## config.mk

```make
export PLATFORM = sky130hd
export DESIGN_NAME = rivec_core
export DESIGN_NICKNAME = d
export VERILOG_FILES = /design/src/shared/rivec_pkg.sv /design/src/core/rivec_core.sv
export VERILOG_INCLUDE_DIRS = /design/src /design/src/shared
export SDC_FILE = /design/constraint.sdc
export NUM_CORES = 1
export LEC_CHECK = 0
export BUFFER_PORTS_ARGS = -buffer_cell sky130_fd_sc_hd__clkbuf_2
export CAP_MARGIN = 15
export CORE_MARGIN = 4
export CORE_UTILIZATION = 60
export DETAILED_ROUTE_END_ITERATION = 10
export GPL_TIMING_DRIVEN = 0
export PLACE_DENSITY = 0.95
export RECOVER_POWER = 100
export SLEW_MARGIN = 20
export SYNTH_ARGS = -nofsm -noshare
export SYNTH_HDL_FRONTEND = slang
export SYNTH_SLANG_ARGS = --single-unit
```

## constraint.sdc

```tcl
create_clock -name clock -period 5.7 [get_ports clock]
set_input_delay 0.57 -clock clock [delete_from_list [all_inputs] [get_ports clock]]
set_output_delay 0.57 -clock clock [all_outputs]
set_load 0.02 [all_outputs]
```

## src/shared/rivec_params.svh

```systemverilog
// Constants for the reset and interrupt vectoring unit
`ifndef RIVEC_PARAMS_SVH
`define RIVEC_PARAMS_SVH
`define RIVEC_PC_W 11
`define RIVEC_RESET_VECTOR 11'h000
`define RIVEC_IRQ_VECTOR 11'h008
`define RIVEC_STACK_DEPTH 8
`define RIVEC_NUM_IRQ 7
`define RIVEC_PROGRAM_FLAG_REGISTER_ADDR 8'h86
`define RIVEC_PROGRAM_FLAG_REGISTER_RESET 8'h00
`define RIVEC_ACC_RESET 8'h00
`define RIVEC_FLAG_TO_BIT 7
`define RIVEC_FLAG_PD_BIT 6
`endif

```

## src/shared/rivec_pkg.sv

```systemverilog
// Types for the reset and interrupt vectoring unit
package rivec_pkg;
  typedef enum logic [1:0] {
    RIVEC_RST_POWER = 2'h0,
    RIVEC_RST_WATCHDOG = 2'h1,
    RIVEC_RST_PIN = 2'h2
  } rivec_cause_t;
endpackage : rivec_pkg

```

## src/core/rivec_core.sv

```systemverilog
// Reset cause flags, interrupt vectoring, return stack and context buffer
`timescale 1ns/100ps
`include "rivec_params.svh"

// How it works
// [RULE_01] Any reset sends fetch to 0000h and restores registers to defaults.
// [RULE_02] Cause flags: power-on 1/0, watchdog 0/0, pin 1/1 (timeout, power-down).
// [RULE_03] Serviced interrupt pushes PC, then fetch continues at 0008h.
// [RULE_04] One shared vector for all sources; software tells them apart.
// [RULE_05] Seven sources: two timers, two timer/counters, comparator, serial, pin.
// [RULE_06] The return-address stack holds eight levels.
// [RULE_07] Save copies accumulator and flags; restore copies back, cause flags untouched.
// [RULE_08] Save buffer is one level deep; a second save overwrites the first.
// [RULE_09] Outside party pulls reset pin low to reset; high otherwise.
// [RULE_10] Reset pin is an input-only port bit only when external reset disabled.
// [RULE_11] Flag register holds cause flags, page and status; lives at 86h.
// [RULE_12] Return from interrupt pops the saved PC and resumes there.
module rivec_core (
  input wire logic clock, // CPU clock
  input wire logic resetn, // Synchronous reset, active low
  input wire logic power_on_reset, // Power-on reset event
  input wire logic watchdog_reset, // Watchdog overflow reset event
  input wire logic reset_pin, // Shared reset pin level
  input wire logic ext_reset_enable, // Configuration: pin is external reset
  input wire logic [`RIVEC_NUM_IRQ-1:0] irq_request, // Masked requests from sources
  input wire logic global_irq_enable, // Interrupts allowed by the core
  input wire logic [`RIVEC_PC_W-1:0] current_pc, // PC of the next instruction
  input wire logic return_from_interrupt, // Return instruction executes
  input wire logic context_save, // Save instruction executes
  input wire logic context_restore, // Restore instruction executes
  input wire logic [7:0] accumulator, // Live accumulator value
  input wire logic [7:0] program_flag_register, // Live flag register value
  output logic fetch_redirect, // Load fetch_address this cycle
  output logic [`RIVEC_PC_W-1:0] fetch_address, // Redirected fetch address
  output logic irq_taken, // Interrupt entry pulse
  output logic restore_valid, // Restored values valid pulse
  output logic [7:0] restored_accumulator, // Accumulator from save buffer
  output logic [7:0] restored_flags, // Flags from save buffer, cause kept
  output logic timeout_reset_flag, // Reset cause flag
  output logic power_down_flag, // Reset cause flag
  output logic [7:0] flag_reg_address, // Location of the flag register
  output logic shared_input_only_port_bit, // Pin as plain input
  output logic [3:0] stack_level // Return stack occupancy
);
  import rivec_pkg::*;

  localparam int DEPTH = `RIVEC_STACK_DEPTH;

  // Pin resets only when configured as reset
  logic pin_reset;
  assign pin_reset = ext_reset_enable && !reset_pin; // RULE_09
  assign shared_input_only_port_bit = ext_reset_enable ? 1'b0 : reset_pin; // RULE_10
  assign flag_reg_address = `RIVEC_PROGRAM_FLAG_REGISTER_ADDR; // RULE_11

  logic any_reset;
  assign any_reset = !resetn || power_on_reset || watchdog_reset || pin_reset;

  // Cause priority: power-on beats pin beats watchdog
  function automatic rivec_cause_t cause_of(input logic por, input logic pin);
    if (por) begin
      cause_of = RIVEC_RST_POWER;
    end else if (pin) begin
      cause_of = RIVEC_RST_PIN;
    end else begin
      cause_of = RIVEC_RST_WATCHDOG;
    end
  endfunction : cause_of

  // Cause flags state
  logic next_to;
  logic next_pd;
  always_comb begin
    next_to = timeout_reset_flag;
    next_pd = power_down_flag;
    if (!resetn || power_on_reset || watchdog_reset || pin_reset) begin
      unique case (cause_of(power_on_reset || !resetn, pin_reset))
        RIVEC_RST_POWER: begin
          next_to = 1'b1; // RULE_02
          next_pd = 1'b0;
        end
        RIVEC_RST_WATCHDOG: begin
          next_to = 1'b0; // RULE_02
          next_pd = 1'b0;
        end
        RIVEC_RST_PIN: begin
          next_to = 1'b1; // RULE_02
          next_pd = 1'b1;
        end
        default: begin
          next_to = 1'b1;
          next_pd = 1'b0;
        end
      endcase
    end
  end
  always_ff @(posedge clock) begin
    timeout_reset_flag <= next_to;
    power_down_flag <= next_pd;
  end

  // Return stack: eight entries and a level counter
  logic [`RIVEC_PC_W-1:0] stack_mem [DEPTH];
  logic [`RIVEC_PC_W-1:0] next_stack [DEPTH];
  logic [3:0] next_level;
  logic take_irq;
  logic do_pop;
  // Entry blocked while a full stack would lose a return address
  assign take_irq = |irq_request && global_irq_enable && !any_reset
    && (stack_level != 4'(DEPTH)); // RULE_04 RULE_05
  assign do_pop = return_from_interrupt && !take_irq && !any_reset && (stack_level != 4'h0);

  always_comb begin
    next_stack = stack_mem;
    next_level = stack_level;
    if (any_reset) begin
      next_level = 4'h0; // RULE_01
    end else if (take_irq) begin
      next_stack[stack_level[2:0]] = current_pc; // RULE_03 RULE_06
      next_level = stack_level + 4'h1;
    end else if (do_pop) begin
      next_level = stack_level - 4'h1; // RULE_12
    end
  end

  genvar gi;
  generate
    for (gi = 0; gi < DEPTH; gi++) begin : g_stack
      always_ff @(posedge clock) begin
        stack_mem[gi] <= next_stack[gi];
      end
    end
  endgenerate

  always_ff @(posedge clock) begin
    stack_level <= next_level;
  end

  // Fetch redirection outputs, registered
  logic next_redirect;
  logic [`RIVEC_PC_W-1:0] next_addr;
  logic [2:0] top_index;
  assign top_index = 3'(stack_level - 4'h1);
  always_comb begin
    next_redirect = 1'b0;
    next_addr = fetch_address;
    if (any_reset) begin
      next_redirect = 1'b1;
      next_addr = `RIVEC_RESET_VECTOR; // RULE_01
    end else if (take_irq) begin
      next_redirect = 1'b1;
      next_addr = `RIVEC_IRQ_VECTOR; // RULE_03 RULE_04
    end else if (do_pop) begin
      next_redirect = 1'b1;
      next_addr = stack_mem[top_index]; // RULE_12
    end
  end
  always_ff @(posedge clock) begin
    fetch_redirect <= next_redirect;
    fetch_address <= next_addr;
    irq_taken <= take_irq;
  end

  // One-level context buffer; save overwrites, restore keeps cause flags
  logic [7:0] save_acc;
  logic [7:0] save_flags;
  logic [7:0] next_save_acc;
  logic [7:0] next_save_flags;
  logic next_rvalid;
  logic [7:0] next_racc;
  logic [7:0] next_rflags;
  always_comb begin
    next_save_acc = save_acc;
    next_save_flags = save_flags;
    next_rvalid = 1'b0;
    next_racc = restored_accumulator;
    next_rflags = restored_flags;
    if (any_reset) begin
      next_save_acc = `RIVEC_ACC_RESET; // RULE_01
      next_save_flags = `RIVEC_PROGRAM_FLAG_REGISTER_RESET;
      next_racc = `RIVEC_ACC_RESET;
      next_rflags = `RIVEC_PROGRAM_FLAG_REGISTER_RESET;
    end else if (context_save) begin
      next_save_acc = accumulator; // RULE_07 RULE_08
      next_save_flags = program_flag_register;
    end else if (context_restore) begin
      next_rvalid = 1'b1;
      next_racc = save_acc; // RULE_07
      next_rflags = save_flags;
      next_rflags[`RIVEC_FLAG_TO_BIT] = timeout_reset_flag; // RULE_07
      next_rflags[`RIVEC_FLAG_PD_BIT] = power_down_flag;
    end
  end
  always_ff @(posedge clock) begin
    save_acc <= next_save_acc;
    save_flags <= next_save_flags;
    restore_valid <= next_rvalid;
    restored_accumulator <= next_racc;
    restored_flags <= next_rflags;
  end
endmodule : rivec_core

```

==> results of run 1 <==
## logic make-up after synthesis
logic type | synth area share (%)
and+or+nand+nor | 7.863
adders and majority gates | 0.4666
muxes | 14.84
DFF | 68.32
other | 0.1400
AOI/OAI and AO/OA | 4.317
buffers and inverters | 3.896
xor gates and xnor gates | 0.1634
## cell usage in the layout (no fill, tap or decap), types with 2 or more instances in the layout
master     instances
mux2i_1           30
clkbuf_2          29
mux4_2            22
inv_6              3
clkinv_2           3
dfxtp_1           48
clkbuf_8           2
o21ai_0            2
conb_1             8
clkbuf_1          63
nand3_1            5
o211a_1            2
ha_1               2
nor3_1             4
a21oi_1           18
buf_2              6
clkinv_4           3
nor2_1            32
nor2b_1            5
inv_4              3
a211oi_1          10
nand2b_1           5
edfxtp_1          90
inv_1              6
buf_4             11
clkbuf_16         17
nand2_1           38
## final cells by class
cell class	count	area (um2)
well taps	108	135.1
plain buffers	31	172.7
repair buffers	79	332.8
flip-flops and latches	138	3664
multi-input cells	194	1514
fillers	516	2333
clock buffers	20	460.4
inverters	6	22.52
clock inverters	12	86.33
## per-layer routing
metal	global-route usage, %	vias up	part of all wire, %
li1	-	1541	-
met1	29.85	1710	38
met2	39.62	179	51
met3	7.172	42	7.9
met4	11.91	0	3.2
met5	0	-	0
## registers in the layout, indices dropped and copies added, names as in the netlist, 4 cells and up
| signal | cells |
|---|---|
| fetch_address | 11 |
| restored_accumulator | 8 |
| restored_flags | 8 |
| save_acc | 8 |
| save_flags | 6 |
| stack_level | 4 |
| stack_mem | 88 |
## power groups by stage
stage	Sequential, mW	Combinational (mW)	Clock, mW
after floorplan	1.10	0.0518	0
after global placement	1.09	0.0850	0
after detailed placement	1.09	0.0888	0
final	1.07	0.0884	1.01
after global routing	1.07	0.0959	1.06
after CTS	1.07	0.0904	1.01
## cells in the mapped netlist, types with 7 or more instances
library cell   n
edfxtp_1      90
buf_2         11
nand2_1       38
mux2i_1       30
nor2_1        32
mux4_2        22
dfxtp_1       48
a211oi_1      10
a21oi_1       18
clkbuf_1       7
buf_4         11
## worst max-delay path by stage
stage                                            from                       to  slack [ns]  cells after the start
final                     stack_level[0]$_SDFFE_PP0P_  stack_mem[39]$_DFFE_PP_        1.60                      8
after global routing      stack_level[0]$_SDFFE_PP0P_  stack_mem[39]$_DFFE_PP_        1.37                      8
after CTS                 stack_level[0]$_SDFFE_PP0P_  stack_mem[65]$_DFFE_PP_        2.16                      8
after floorplan           stack_level[0]$_SDFFE_PP0P_  stack_mem[33]$_DFFE_PP_        2.74                      7
after global placement    stack_level[0]$_SDFFE_PP0P_  stack_mem[35]$_DFFE_PP_        2.01                      7
after detailed placement  stack_level[0]$_SDFFE_PP0P_  stack_mem[57]$_DFFE_PP_        2.19                      8
## worst max-delay path: stages (launching register included)
cell and delay, ns:
dfxtp_1 0.43, clkbuf_1 0.50, inv_1 0.18, ha_1 0.31, nor2b_1 0.18, a221oi_1 0.52
nand3_1 0.27, nor3_1 0.82, clkbuf_1 0.52
==> impl_results.html, run 1 <==
<table>
<tr><th>Metric</th><th>Value</th></tr>
<tr><th colspan="2">Logic synthesis</th></tr>
<tr><td>Count of cell types in the netlist</td><td>33</td></tr>
<tr><td>Top cells by area, synth</td><td>edfxtp_1 50%, dfxtp_1 18%, mux4_2 9.2%</td></tr>
<tr><td>Synthesized instance count</td><td>363</td></tr>
<tr><td>Synth Register Bits</td><td>138</td></tr>
<tr><td>Sequential-to-total area share from yosys stat</td><td>68.32%</td></tr>
<tr><td>Share of flip-flops with an asynchronous set or reset</td><td>0%</td></tr>
<tr><td>Number of enable flip-flop cells after synthesis</td><td>90</td></tr>
<tr><td>Area share of the leading cell type in the synthesized netlist</td><td>50.40%</td></tr>
<tr><td>Synth Flop Type</td><td>edfxtp_1</td></tr>
<tr><td>Avg Synthesized Cell Area</td><td>14.77 um2</td></tr>
<tr><td>Library cell occupying the most area in the post-synthesis netlist</td><td>edfxtp_1</td></tr>
<tr><td>Synthesized cell area</td><td>about 5400 um2</td></tr>
<tr><td>Total of warnings raised by yosys</td><td>0</td></tr>
<tr><th colspan="2">Clock tree</th></tr>
<tr><td>Number of gates resized after CTS</td><td>0</td></tr>
<tr><td>Clock latency reported for the late side of the worst-skew pair</td><td>approximately 0.53 ns</td></tr>
<tr><td>Hold buffer count at CTS</td><td>0</td></tr>
<tr><td>Number of buffers added by the clock tree synthesis step</td><td>17</td></tr>
<tr><td>TritonCTS clock tree</td><td>built</td></tr>
<tr><td>CTS Sinks</td><td>138</td></tr>
<tr><td>Max clock buf depth</td><td>2</td></tr>
<tr><td>Clock-pin slew of the registers on the worst-case setup and hold paths</td><td>0.06 ns</td></tr>
<tr><td>CTS H-Tree Depth</td><td>4</td></tr>
<tr><td>Clk root buf</td><td>clkbuf_8</td></tr>
<tr><td>Post-CTS Setup Inserts</td><td>0</td></tr>
<tr><th colspan="2">Die</th></tr>
<tr><td>Ports placed on the boundary</td><td>89</td></tr>
<tr><td>Standard-cell row count</td><td>34</td></tr>
<tr><td>Width of the die</td><td>102.5 um</td></tr>
<tr><td>Die height</td><td>102.5 um</td></tr>
<tr><td>Initial core utilization</td><td>61.49%</td></tr>
<tr><td>Area of the core region</td><td>8721 um2</td></tr>
<tr><td>Total Die Area</td><td>between 10,000 and 15,000 um2</td></tr>
<tr><th colspan="2">Hold path</th></tr>
<tr><td>Hold path start</td><td>accumulator[3]</td></tr>
<tr><td>Worst Hold Depth</td><td>3</td></tr>
<tr><td>Terminating pin of the worst hold path</td><td>save_acc[3]$_SDFFE_PP0P_</td></tr>
<tr><td>Class of the most critical hold timing path</td><td>input pin to register</td></tr>
<tr><th colspan="2">Flow run</th></tr>
<tr><td>Number of max-cap violations</td><td>0</td></tr>
<tr><th colspan="2">Worst setup path</th></tr>
<tr><td>Origin of the critical flop-to-flop path</td><td>stack_level[0]$_SDFFE_PP0P_</td></tr>
<tr><td>Type of destination of the critical path</td><td>register</td></tr>
<tr><td>Crit path DAT</td><td>approximately 4.3 ns</td></tr>
<tr><td>Kind of critical path</td><td>register to register</td></tr>
<tr><td>Worst-case register-to-register setup slack</td><td>~1.6 ns</td></tr>
<tr><td>Required time of the critical path</td><td>5.85 ns</td></tr>
<tr><td>Startpoint Class</td><td>register</td></tr>
<tr><td>Worst-path fanout max</td><td>10</td></tr>
<tr><td>Destination of the worst register-to-register timing path</td><td>stack_mem[39]$_DFFE_PP_</td></tr>
<tr><td>Length in cells of the worst reg-to-reg path</td><td>8</td></tr>
<tr><th colspan="2">Cells and area</th></tr>
<tr><td>Nets</td><td>513</td></tr>
<tr><td>Area delta synth-&gt;final</td><td>19.11%</td></tr>
<tr><td># diodes</td><td>0</td></tr>
<tr><td>Post-route design area</td><td>6387 um2</td></tr>
<tr><td>Final core utilization</td><td>around three quarters</td></tr>
<tr><td>Fraction of final layout cells sized beyond drive strength 1</td><td>roughly 21%</td></tr>
<tr><td>Cell Count, Final, Fillers Out</td><td>588</td></tr>
<tr><th colspan="2">Timing</th></tr>
<tr><td>Number of failing setup endpoints in the final timing report</td><td>0</td></tr>
<tr><td>Setup Total Neg Slack</td><td>0 ns</td></tr>
<tr><td>Number of endpoints with negative hold slack in the final report</td><td>0</td></tr>
<tr><td>Fin worst setup slack</td><td>1.603 ns</td></tr>
<tr><td>Setup repair after global routing missed its margin</td><td>no</td></tr>
<tr><td>Relative slew slack</td><td>16.39%</td></tr>
<tr><td>Worst-margin pin slew</td><td>1.250 ns</td></tr>
<tr><td>Hold WS</td><td>0.2816 ns</td></tr>
<tr><td>Worst clock skew</td><td>0.01162 ns</td></tr>
<tr><td>Minimum period implied by the final worst setup slack</td><td>4.097 ns</td></tr>
<tr><td>Final count of pins violating max slew</td><td>0</td></tr>
<tr><td>Final Cycle Share</td><td>71.88%</td></tr>
<tr><td>Fmax</td><td>244.1 MHz</td></tr>
<tr><th colspan="2">GRT</th></tr>
<tr><td>Antenna violations before repair</td><td>0</td></tr>
<tr><td>First-pass GRT wire length</td><td>18,290 um</td></tr>
<tr><td>Largest net degree at the start of global routing</td><td>17</td></tr>
<tr><td>Sum of overflow across all layers after global routing</td><td>0</td></tr>
<tr><td>Vias in the first global route</td><td>3,432</td></tr>
<tr><td>Global routing usage summed across all routing layers</td><td>roughly 24%</td></tr>
<tr><th colspan="2">Placement</th></tr>
<tr><td>Detail Placement HPWL</td><td>about 7600 um</td></tr>
<tr><td>Weighted congestion reported at the end of routability-driven placement</td><td>0.8542</td></tr>
<tr><td>PortBufs</td><td>77</td></tr>
<tr><td>Cell area reported after detailed placement</td><td>5922 um2</td></tr>
<tr><td>Minimum setup slack after placement</td><td>2.185 ns</td></tr>
<tr><td>DP Cell Count</td><td>between 500 and 600</td></tr>
<tr><th colspan="2">Power and ir drop</th></tr>
<tr><td>Worst voltage drop across the vdd grid</td><td>0.0003466 V</td></tr>
<tr><td>Internal power</td><td>roughly 1.7 mW</td></tr>
<tr><td>Fraction of power spent switching nets</td><td>22.25%</td></tr>
<tr><td>Power density over the cells</td><td>339.2 nW/um2</td></tr>
<tr><td>P_sw</td><td>around 0.48 mW</td></tr>
<tr><td>Post-route total power</td><td>2.167 mW</td></tr>
<tr><td>Portion of total power attributed to sequential cells</td><td>between 40% and 50%</td></tr>
<tr><td>Share of power burned in combinational logic</td><td>4.1%</td></tr>
<tr><td>Leakage</td><td>~2.3 nW</td></tr>
<tr><td>Clock network fraction of design power</td><td>46.5%</td></tr>
<tr><th colspan="2">Drt</th></tr>
<tr><td>DR WL/cell</td><td>20.95 um</td></tr>
<tr><td>Starting DRC count in detailed routing</td><td>about 320</td></tr>
<tr><td>Count of unresolved DRC violations after routing</td><td>0</td></tr>
<tr><td>Number of detailed-routing iterations run before antenna repair</td><td>5</td></tr>
<tr><td>Detailed-route wire length</td><td>~12,000 um</td></tr>
<tr><td>Via count of the routed design</td><td>3,472</td></tr>
<tr><td>Drt via density</td><td>5.905</td></tr>
<tr><td>Count of nets left with antenna violations after detail routing</td><td>0</td></tr>
<tr><th colspan="2">Status</th></tr>
<tr><td>Result of the run</td><td>completed</td></tr>
</table>
Power figures use the tool's default switching activity.
==> run 2, diff against run 1 <==
CORE_UTILIZATION = 50   (was 60)
PLACE_DENSITY = 0.86   (was 0.95)
clock period = 3.67 ns   (was 5.7 ns; I/O delays follow)
==> impl_results.html, run 2 (same netlist as run 1, synthesis figures left out) <==
<table>
<tr><th>Metric</th><th>Value</th></tr>
<tr><th colspan="2">Status</th></tr>
<tr><td>Result of the run</td><td>completed (unchanged)</td></tr>
<tr><th colspan="2">Die</th></tr>
<tr><td>Initial core utilization</td><td>51.71% (was 61.49%)</td></tr>
<tr><td>Width of the die</td><td>111.6 um (was 102.5 um)</td></tr>
<tr><td>Area of the core region</td><td>10,370 um2 (was 8721 um2)</td></tr>
<tr><td>Standard-cell row count</td><td>37 (was 34)</td></tr>
<tr><td>Die height</td><td>111.6 um (was 102.5 um)</td></tr>
<tr><td>Total Die Area</td><td>12,450 um2 (was 10,510 um2)</td></tr>
<tr><td>Ports placed on the boundary</td><td>89 (unchanged)</td></tr>
<tr><th colspan="2">Cells and area</th></tr>
<tr><td># diodes</td><td>0 (unchanged)</td></tr>
<tr><td>Filler cell count in the final layout</td><td>782 (was 516)</td></tr>
<tr><td>Commonest cells after routing, fill and taps aside</td><td>90 x edfxtp_1, 62 x clkbuf_1, 48 x dfxtp_1 (was 90 x edfxtp_1, 63 x clkbuf_1, 48 x dfxtp_1)</td></tr>
<tr><td>Largest register FFs</td><td>88 (unchanged)</td></tr>
<tr><td>Nets</td><td>512 (was 513)</td></tr>
<tr><td>Area delta synth-&gt;final</td><td>19.81% (was 19.11%)</td></tr>
<tr><td>Registers with the most flip-flops</td><td>stack_mem: 88 flops, fetch_address: 11 flops (unchanged)</td></tr>
<tr><td>Most flop-heavy register</td><td>stack_mem (unchanged)</td></tr>
<tr><td>Most frequent standard cell in the layout excluding fill and tap cells</td><td>edfxtp_1 (unchanged)</td></tr>
<tr><td>Post-route design area</td><td>6425 um2 (was 6387 um2)</td></tr>
<tr><td>Fraction of final layout cells sized beyond drive strength 1</td><td>22.13% (was 21.46%)</td></tr>
<tr><th colspan="2">GRT</th></tr>
<tr><td>First-pass GRT wire length</td><td>17,520 um (was 18,290 um)</td></tr>
<tr><td>Global routing usage summed across all routing layers</td><td>18.36% (was 24.31%)</td></tr>
<tr><td>Sum of overflow across all layers after global routing</td><td>0 (unchanged)</td></tr>
<tr><td>Vias in the first global route</td><td>3,286 (was 3,432)</td></tr>
<tr><td>Largest net degree at the start of global routing</td><td>17 (unchanged)</td></tr>
<tr><td>Antenna violations before repair</td><td>0 (unchanged)</td></tr>
<tr><th colspan="2">Worst setup path</th></tr>
<tr><td>Worst-case register-to-register setup slack</td><td>0.29 ns (was 1.60 ns)</td></tr>
<tr><td>Worst setup startpoint</td><td>stack_level[0]$_SDFFE_PP0P_ (unchanged)</td></tr>
<tr><td>Crit path DAT</td><td>3.51 ns (was 4.25 ns)</td></tr>
<tr><td>Origin of the critical flop-to-flop path</td><td>stack_level[0]$_SDFFE_PP0P_ (unchanged)</td></tr>
<tr><td>Length in cells of the worst reg-to-reg path</td><td>8 (unchanged)</td></tr>
<tr><td>Kind of critical path</td><td>register to register (unchanged)</td></tr>
<tr><td>Required time of the critical path</td><td>3.80 ns (was 5.85 ns)</td></tr>
<tr><td>Slowest cell on crit path</td><td>nor2_1 (was nor3_1)</td></tr>
<tr><td>Largest delay share family, worst path</td><td>simple AND/OR/NAND/NOR gates (unchanged)</td></tr>
<tr><td>Worst-path fanout max</td><td>11 (was 10)</td></tr>
<tr><td>Crit. path cell count</td><td>8 (unchanged)</td></tr>
<tr><td>Number of buffer and inverter stages on the critical path</td><td>3 (unchanged)</td></tr>
<tr><td>Destination of the worst register-to-register timing path</td><td>stack_mem[66]$_DFFE_PP_ (was stack_mem[39]$_DFFE_PP_)</td></tr>
<tr><td>Type of destination of the critical path</td><td>register (unchanged)</td></tr>
<tr><td>Critical Path Sink</td><td>stack_mem[66]$_DFFE_PP_ (was stack_mem[39]$_DFFE_PP_)</td></tr>
<tr><td>Worst path max stage delay</td><td>0.84 ns (was 0.82 ns)</td></tr>
<tr><td>Startpoint Class</td><td>register (unchanged)</td></tr>
<tr><td>Cell Chain, Critical Path</td><td>buf_2 -&gt; inv_1 -&gt; ha_1 -&gt; nor2b_1 -&gt; a221o_1 -&gt; buf_6 -&gt; or3_1 -&gt; nor2_1 (was clkbuf_1 -&gt; inv_1 -&gt; ha_1 -&gt; nor2b_1 -&gt; a221oi_1 -&gt; nand3_1 -&gt; nor3_1 -&gt; clkbuf_1)</td></tr>
<tr><th colspan="2">Power and ir drop</th></tr>
<tr><td>Share of power burned in combinational logic</td><td>4.1% (about the same)</td></tr>
<tr><td>Power density over the cells</td><td>517.9 nW/um2 (was 339.2 nW/um2)</td></tr>
<tr><td>Worst voltage drop across the vdd grid</td><td>0.0004947 V (was 0.0003466 V)</td></tr>
<tr><td>Internal power</td><td>2.650 mW (was 1.685 mW)</td></tr>
<tr><td>Clock network fraction of design power</td><td>45.9% (was 46.5%)</td></tr>
<tr><td>Portion of total power attributed to sequential cells</td><td>50.0% (was 49.5%)</td></tr>
<tr><td>Leakage</td><td>2.299 nW (was 2.289 nW)</td></tr>
<tr><td>Fraction of power spent switching nets</td><td>20.36% (was 22.25%)</td></tr>
<tr><td>P_sw</td><td>0.6773 mW (was 0.4820 mW)</td></tr>
<tr><th colspan="2">Timing</th></tr>
<tr><td>Relative slew slack</td><td>19.88% (was 16.39%)</td></tr>
<tr><td>Worst clock skew</td><td>0.009802 ns (was 0.01162 ns)</td></tr>
<tr><td>Hold WS</td><td>0.09600 ns (was 0.2816 ns)</td></tr>
<tr><td>Fmax</td><td>295.8 MHz (was 244.1 MHz)</td></tr>
<tr><td>Final Cycle Share</td><td>92.11% (was 71.88%)</td></tr>
<tr><td>Worst-margin pin slew</td><td>1.197 ns (was 1.250 ns)</td></tr>
<tr><td>Final count of pins violating max slew</td><td>0 (unchanged)</td></tr>
<tr><td>Setup repair after global routing missed its margin</td><td>no (unchanged)</td></tr>
<tr><td>Number of failing setup endpoints in the final timing report</td><td>0 (unchanged)</td></tr>
<tr><td>Number of endpoints with negative hold slack in the final report</td><td>0 (unchanged)</td></tr>
<tr><td>Minimum period implied by the final worst setup slack</td><td>3.381 ns (was 4.097 ns)</td></tr>
<tr><th colspan="2">Hold path</th></tr>
<tr><td>Class of the most critical hold timing path</td><td>input pin to register (unchanged)</td></tr>
<tr><th colspan="2">Clock tree</th></tr>
<tr><td>CTS Sinks</td><td>138 (unchanged)</td></tr>
<tr><td>Hold buffer count at CTS</td><td>0 (unchanged)</td></tr>
<tr><td>Clock-pin slew of the registers on the worst-case setup and hold paths</td><td>0.06 ns (about the same)</td></tr>
<tr><td>Max clock buf depth</td><td>2 (unchanged)</td></tr>
<tr><td>TritonCTS clock tree</td><td>built (unchanged)</td></tr>
<tr><td>Post-CTS Setup Inserts</td><td>0 (unchanged)</td></tr>
<tr><td>Number of buffers added by the clock tree synthesis step</td><td>17 (unchanged)</td></tr>
<tr><td>Clock latency reported for the late side of the worst-skew pair</td><td>0.52 ns (was 0.53 ns)</td></tr>
<tr><td>Clk root buf</td><td>clkbuf_8 (unchanged)</td></tr>
<tr><td>CTS H-Tree Depth</td><td>4 (unchanged)</td></tr>
<tr><td>Number of gates resized after CTS</td><td>0 (unchanged)</td></tr>
<tr><th colspan="2">Drt</th></tr>
<tr><td>Top routing layer used</td><td>met4 (unchanged)</td></tr>
<tr><td>Via count of the routed design</td><td>3,296 (was 3,472)</td></tr>
<tr><td>Count of unresolved DRC violations after routing</td><td>0 (unchanged)</td></tr>
<tr><td>Total met2 wirelength after detailed routing</td><td>5333 um (was 6280 um)</td></tr>
<tr><td>Sum of routed wire segments on met1</td><td>4784 um (was 4667 um)</td></tr>
<tr><td>Number of detailed-routing iterations run before antenna repair</td><td>4 (was 5)</td></tr>
<tr><td>Drt via density</td><td>5.359 (was 5.905)</td></tr>
<tr><td>Routed length on met3</td><td>788 um (was 977 um)</td></tr>
<tr><td>Starting DRC count in detailed routing</td><td>253 (was 316)</td></tr>
<tr><td>DR WL/cell</td><td>17.96 um (was 20.95 um)</td></tr>
<tr><td>Detailed-route wire length</td><td>11,050 um (was 12,320 um)</td></tr>
<tr><td>Count of nets left with antenna violations after detail routing</td><td>0 (unchanged)</td></tr>
<tr><th colspan="2">Flow run</th></tr>
<tr><td>Number of max-cap violations</td><td>0 (unchanged)</td></tr>
<tr><th colspan="2">Placement</th></tr>
<tr><td>PortBufs</td><td>77 (unchanged)</td></tr>
<tr><td>Weighted congestion reported at the end of routability-driven placement</td><td>0.8487 (was 0.8542)</td></tr>
<tr><td>Detail Placement HPWL</td><td>7129 um (was 7642 um)</td></tr>
<tr><td>Cell area reported after detailed placement</td><td>5961 um2 (was 5922 um2)</td></tr>
</table>
[run 2: worst min path at each step]
stage                                              start                                   end  slack [ns]  cells past startpoint
floorplan                       save_acc[7]$_SDFFE_PP0P_  restored_accumulator[7]$_SDFFE_PP0P_        0.43                      2
global route                    program_flag_register[4]            save_flags[4]$_SDFFE_PP0P_        0.10                      3
CTS                                       accumulator[7]              save_acc[7]$_SDFFE_PP0P_        0.08                      3
detailed placement  restored_accumulator[7]$_SDFFE_PP0P_  restored_accumulator[7]$_SDFFE_PP0P_        0.45                      2
global placement              save_flags[1]$_SDFFE_PP0P_        restored_flags[1]$_SDFFE_PP0P_        0.44                      2
finish                                    accumulator[7]              save_acc[7]$_SDFFE_PP0P_         0.1                      3
[run 2: layout make-up]
type	count	area, um2	share of cell area (%)
clock inverter	7	40.04	0.6232
tap	136	170.2	2.648
clock buffer	25	503.0	7.829
sequential	138	3664	57.02
timing repair buffer	78	330.3	5.141
inverter	6	22.52	0.3505
multi-input combinational	194	1515	23.58
buffer	31	180.2	2.804
[run 2: metrics by stage]
stage | power [mW] | setup WS, ns | setup TNS [ns] | std cells | utilization (%)
after detailed placement | 1.835 | 0.3232 | 0 | 583 | 57.48
final | 3.328 | 0.2894 | 0 | 615 | 61.96
after global routing | 3.439 | 0.1028 | 0 | 615 | 61.96
after CTS | 3.351 | 0.2753 | 0 | 615 | 62.72
after global placement | 1.830 | -0.1046 | -1.140 | 582 | 57.29
after floorplan | 1.781 | 0.7093 | 0 | 369 | -
[run 2: power by group through the flow]
stage / combinational, mW / sequential [mW] / clock [mW]
CTS: 0.140 / 1.66 / 1.55
floorplan: 0.0805 / 1.70 / 0
finish: 0.137 / 1.66 / 1.53
global placement: 0.134 / 1.70 / 0
global route: 0.149 / 1.66 / 1.63
detailed placement: 0.138 / 1.70 / 0
[run 2: layer usage]
metal,track usage [%],vias up
met3,6.522,16
met5,0,-
met1,23.28,1618
met2,29.31,130
li1,-,1532
met4,6.813,0
[run 2: worst min-delay path, stage by stage]
cell,delay [ns]
clkbuf_2,0.07
mux2i_1,0.05
nor2_1,0.08
==> run 3, diff against run 2 <==
BUFFER_PORTS_ARGS = -buffer_cell sky130_fd_sc_hd__buf_2   (was -buffer_cell sky130_fd_sc_hd__clkbuf_2)
==> impl_results.html, run 3 (same netlist as run 1, synthesis figures left out) <==
<table>
<tr><th>Metric</th><th>Value</th></tr>
<tr><th colspan="2">Timing</th></tr>
<tr><td>Hold WS</td><td>0.09611 ns (was 0.09600 ns)</td></tr>
<tr><td>Final count of pins violating max slew</td><td>0 (unchanged)</td></tr>
<tr><td>Number of endpoints with negative hold slack in the final report</td><td>0 (unchanged)</td></tr>
<tr><td>Setup repair after global routing missed its margin</td><td>no (unchanged)</td></tr>
<tr><td>Fmax</td><td>302.4 MHz (was 295.8 MHz)</td></tr>
<tr><td>Final Cycle Share</td><td>90.11% (was 92.11%)</td></tr>
<tr><td>Minimum period implied by the final worst setup slack</td><td>3.307 ns (was 3.381 ns)</td></tr>
<tr><td>Number of failing setup endpoints in the final timing report</td><td>0 (unchanged)</td></tr>
<tr><td>Worst clock skew</td><td>0.007864 ns (was 0.009802 ns)</td></tr>
<tr><td>Relative slew slack</td><td>23.08% (was 19.88%)</td></tr>
<tr><td>Worst-margin pin slew</td><td>1.150 ns (was 1.197 ns)</td></tr>
<tr><th colspan="2">Die</th></tr>
<tr><td>Width of the die</td><td>111.6 um (unchanged)</td></tr>
<tr><td>Ports placed on the boundary</td><td>89 (unchanged)</td></tr>
<tr><td>Area of the core region</td><td>10,370 um2 (unchanged)</td></tr>
<tr><td>Standard-cell row count</td><td>37 (unchanged)</td></tr>
<tr><td>Die height</td><td>111.6 um (unchanged)</td></tr>
<tr><td>Initial core utilization</td><td>51.71% (unchanged)</td></tr>
<tr><td>Total Die Area</td><td>12,450 um2 (unchanged)</td></tr>
<tr><th colspan="2">Cells and area</th></tr>
<tr><td>Total area of sequential cells</td><td>3664 um2 (unchanged)</td></tr>
<tr><td>Registers with the most flip-flops</td><td>stack_mem: 88 flops, fetch_address: 11 flops (unchanged)</td></tr>
<tr><td>Filler cell count in the final layout</td><td>804 (was 782)</td></tr>
<tr><td>Fraction of final layout cells sized beyond drive strength 1</td><td>21.38% (was 22.13%)</td></tr>
<tr><td># diodes</td><td>0 (unchanged)</td></tr>
<tr><td>Cell Count, Final, Fillers Out</td><td>613 (was 615)</td></tr>
<tr><td>Combined area of the multi-input logic cells</td><td>1513 um2 (was 1515 um2)</td></tr>
<tr><td>Nets</td><td>512 (unchanged)</td></tr>
<tr><td>Largest register FFs</td><td>88 (unchanged)</td></tr>
<tr><td>Most frequent standard cell in the layout excluding fill and tap cells</td><td>edfxtp_1 (unchanged)</td></tr>
<tr><td>Area delta synth-&gt;final</td><td>20.32% (was 19.81%)</td></tr>
<tr><td>Most flop-heavy register</td><td>stack_mem (unchanged)</td></tr>
<tr><td>Commonest cells after routing, fill and taps aside</td><td>90 x edfxtp_1, 60 x clkbuf_1, 48 x dfxtp_1 (was 90 x edfxtp_1, 62 x clkbuf_1, 48 x dfxtp_1)</td></tr>
<tr><th colspan="2">GRT</th></tr>
<tr><td>Global-route track usage on met1</td><td>22.97% (was 23.28%)</td></tr>
<tr><td>Sum of overflow across all layers after global routing</td><td>0 (unchanged)</td></tr>
<tr><td>Vias in the first global route</td><td>3,292 (was 3,286)</td></tr>
<tr><td>Layer carrying the most global-route usage</td><td>met2 (unchanged)</td></tr>
<tr><td>Largest net degree at the start of global routing</td><td>17 (unchanged)</td></tr>
<tr><td>First-pass GRT wire length</td><td>17,750 um (was 17,520 um)</td></tr>
<tr><td>Met2 global-route usage</td><td>30.60% (was 29.31%)</td></tr>
<tr><td>Global routing usage summed across all routing layers</td><td>18.74% (was 18.36%)</td></tr>
<tr><td>Global routing met3 resource utilization</td><td>7.554% (was 6.522%)</td></tr>
<tr><td>Antenna violations before repair</td><td>0 (unchanged)</td></tr>
<tr><th colspan="2">Drt</th></tr>
<tr><td>Count of nets left with antenna violations after detail routing</td><td>0 (unchanged)</td></tr>
<tr><td>Drt via density</td><td>5.315 (was 5.359)</td></tr>
<tr><td>DR WL/cell</td><td>18.09 um (was 17.96 um)</td></tr>
<tr><td>Detailed-route wire length</td><td>11,090 um (was 11,050 um)</td></tr>
<tr><td>Number of detailed-routing iterations run before antenna repair</td><td>4 (unchanged)</td></tr>
<tr><td>Starting DRC count in detailed routing</td><td>263 (was 253)</td></tr>
<tr><td>Via count of the routed design</td><td>3,258 (was 3,296)</td></tr>
<tr><td>Count of unresolved DRC violations after routing</td><td>0 (unchanged)</td></tr>
<tr><th colspan="2">Power and ir drop</th></tr>
<tr><td>Post-route total power</td><td>3.442 mW (was 3.328 mW)</td></tr>
<tr><td>Leakage</td><td>2.289 nW (was 2.299 nW)</td></tr>
<tr><td>Worst voltage drop across the vdd grid</td><td>0.0004205 V (was 0.0004947 V)</td></tr>
<tr><td>Power density over the cells</td><td>533.5 nW/um2 (was 517.9 nW/um2)</td></tr>
<tr><td>Fraction of power spent switching nets</td><td>20.50% (was 20.36%)</td></tr>
<tr><td>Clock network fraction of design power</td><td>47.7% (was 45.9%)</td></tr>
<tr><td>Share of power burned in combinational logic</td><td>3.9% (was 4.1%)</td></tr>
<tr><td>Internal power</td><td>2.737 mW (was 2.650 mW)</td></tr>
<tr><td>Portion of total power attributed to sequential cells</td><td>48.4% (was 50.0%)</td></tr>
<tr><td>P_sw</td><td>0.7058 mW (was 0.6773 mW)</td></tr>
<tr><th colspan="2">Worst setup path</th></tr>
<tr><td>Worst-case register-to-register setup slack</td><td>0.36 ns (was 0.29 ns)</td></tr>
<tr><td>Destination of the worst register-to-register timing path</td><td>stack_mem[52]$_DFFE_PP_ (was stack_mem[66]$_DFFE_PP_)</td></tr>
<tr><td>Length in cells of the worst reg-to-reg path</td><td>8 (unchanged)</td></tr>
<tr><td>Slowest cell on crit path</td><td>nor2_1 (unchanged)</td></tr>
<tr><td>Crit path DAT</td><td>3.43 ns (was 3.51 ns)</td></tr>
<tr><td>Number of buffer and inverter stages on the critical path</td><td>3 (unchanged)</td></tr>
<tr><td>Cell Chain, Critical Path</td><td>buf_2 -&gt; inv_1 -&gt; ha_1 -&gt; nor2b_1 -&gt; a221o_1 -&gt; buf_6 -&gt; or3_4 -&gt; nor2_1 (was buf_2 -&gt; inv_1 -&gt; ha_1 -&gt; nor2b_1 -&gt; a221o_1 -&gt; buf_6 -&gt; or3_1 -&gt; nor2_1)</td></tr>
<tr><td>Startpoint Class</td><td>register (unchanged)</td></tr>
<tr><td>Worst setup startpoint</td><td>stack_level[0]$_SDFFE_PP0P_ (unchanged)</td></tr>
<tr><td>Largest delay share family, worst path</td><td>simple AND/OR/NAND/NOR gates (unchanged)</td></tr>
<tr><td>Type of destination of the critical path</td><td>register (unchanged)</td></tr>
<tr><td>Required time of the critical path</td><td>3.80 ns (about the same)</td></tr>
<tr><td>Origin of the critical flop-to-flop path</td><td>stack_level[0]$_SDFFE_PP0P_ (unchanged)</td></tr>
<tr><td>Worst path max stage delay</td><td>0.84 ns (about the same)</td></tr>
<tr><td>Kind of critical path</td><td>register to register (unchanged)</td></tr>
<tr><td>Worst-path fanout max</td><td>11 (unchanged)</td></tr>
<tr><th colspan="2">Clock tree</th></tr>
<tr><td>Clock latency reported for the late side of the worst-skew pair</td><td>0.51 ns (was 0.52 ns)</td></tr>
<tr><td>Max clock buf depth</td><td>2 (unchanged)</td></tr>
<tr><td>Number of gates resized after CTS</td><td>0 (unchanged)</td></tr>
<tr><td>Post-CTS Setup Inserts</td><td>0 (unchanged)</td></tr>
<tr><td>Number of buffers added by the clock tree synthesis step</td><td>17 (unchanged)</td></tr>
<tr><td>Clk root buf</td><td>clkbuf_8 (unchanged)</td></tr>
<tr><td>CTS Sinks</td><td>138 (unchanged)</td></tr>
<tr><td>Clock-pin slew of the registers on the worst-case setup and hold paths</td><td>0.06 ns (about the same)</td></tr>
<tr><td>Hold buffer count at CTS</td><td>0 (unchanged)</td></tr>
<tr><td>CTS H-Tree Depth</td><td>4 (unchanged)</td></tr>
<tr><td>TritonCTS clock tree</td><td>built (unchanged)</td></tr>
<tr><th colspan="2">Status</th></tr>
<tr><td>Result of the run</td><td>completed (unchanged)</td></tr>
<tr><th colspan="2">Placement</th></tr>
<tr><td>Detail Placement HPWL</td><td>7220 um (was 7129 um)</td></tr>
<tr><td>Weighted congestion reported at the end of routability-driven placement</td><td>0.8243 (was 0.8487)</td></tr>
<tr><td>PortBufs</td><td>77 (unchanged)</td></tr>
<tr><td>DP Cell Count</td><td>583 (unchanged)</td></tr>
<tr><th colspan="2">Hold path</th></tr>
<tr><td>Class of the most critical hold timing path</td><td>input pin to register (unchanged)</td></tr>
<tr><td>Worst Hold Depth</td><td>3 (unchanged)</td></tr>
<tr><td>Hold path start</td><td>accumulator[2] (was accumulator[7])</td></tr>
<tr><td>Terminating pin of the worst hold path</td><td>save_acc[2]$_SDFFE_PP0P_ (was save_acc[7]$_SDFFE_PP0P_)</td></tr>
<tr><th colspan="2">Flow run</th></tr>
<tr><td>Number of max-cap violations</td><td>0 (unchanged)</td></tr>
</table>
-- run 3: stage by stage --
| stage | area (um2) | utilization, % | setup WS (ns) | setup TNS, ns |
|---|---|---|---|---|
| final | 6452 | 62.22 | 0.3630 | 0 |
| after floorplan | 5385 | - | 0.7093 | 0 |
| after CTS | 6524 | 62.91 | 0.2896 | 0 |
| after global placement | 5941 | 57.29 | -0.02860 | -0.3029 |
| after detailed placement | 5957 | 57.44 | 0.2999 | 0 |
| after global routing | 6452 | 62.22 | 0.1371 | 0 |
-- run 3: how the worst max path moves through the flow --
stage               slack, ns                 endpoint  depth (start not counted)
detailed placement       0.30  stack_mem[45]$_DFFE_PP_                          8
global placement        -0.03  stack_mem[39]$_DFFE_PP_                          7
finish                   0.36  stack_mem[52]$_DFFE_PP_                          8
CTS                      0.29  stack_mem[52]$_DFFE_PP_                          8
floorplan                0.71  stack_mem[33]$_DFFE_PP_                          7
global route             0.14  stack_mem[52]$_DFFE_PP_                          8
-- run 3: final cells by class --
type | instances | share of cell area [%]
inverter | 6 | 0.3490
tap | 136 | 2.637
timing repair buffer | 78 | 5.216
clock buffer | 17 | 6.418
multi-input combinational | 194 | 23.44
buffer | 31 | 2.792
clock inverter | 13 | 2.366
sequential | 138 | 56.78
-- run 3: worst register-to-register path, delay by kind of cell, from the launching register on --
family                   cells  cell delay (ns)
AND/OR/NAND/NOR              3             1.37
buffers and inverters        3             0.55
flip-flops                   1             0.42
AO/OA/AOI/OAI                1             0.30
adder cells (fa/ha/maj)      1             0.28
-- run 3: power groups by stage --
stage	Combinational (mW)	Sequential (mW)	Clock, mW
2_1_floorplan	0.0805	1.70	0
3_3_place_gp	0.133	1.70	0
3_5_place_dp	0.138	1.70	0
4_1_cts	0.139	1.66	1.66
5_1_grt	0.149	1.66	1.74
6_report	0.136	1.66	1.64
-- run 3: per-layer routing --
metal	routed length [um]	vias up	part of all wire, %
met5	0	-	0
met4	136	0	1.2
met3	795	11	7.2
met2	5539	119	50
met1	4621	1598	42
li1	-	1530	-
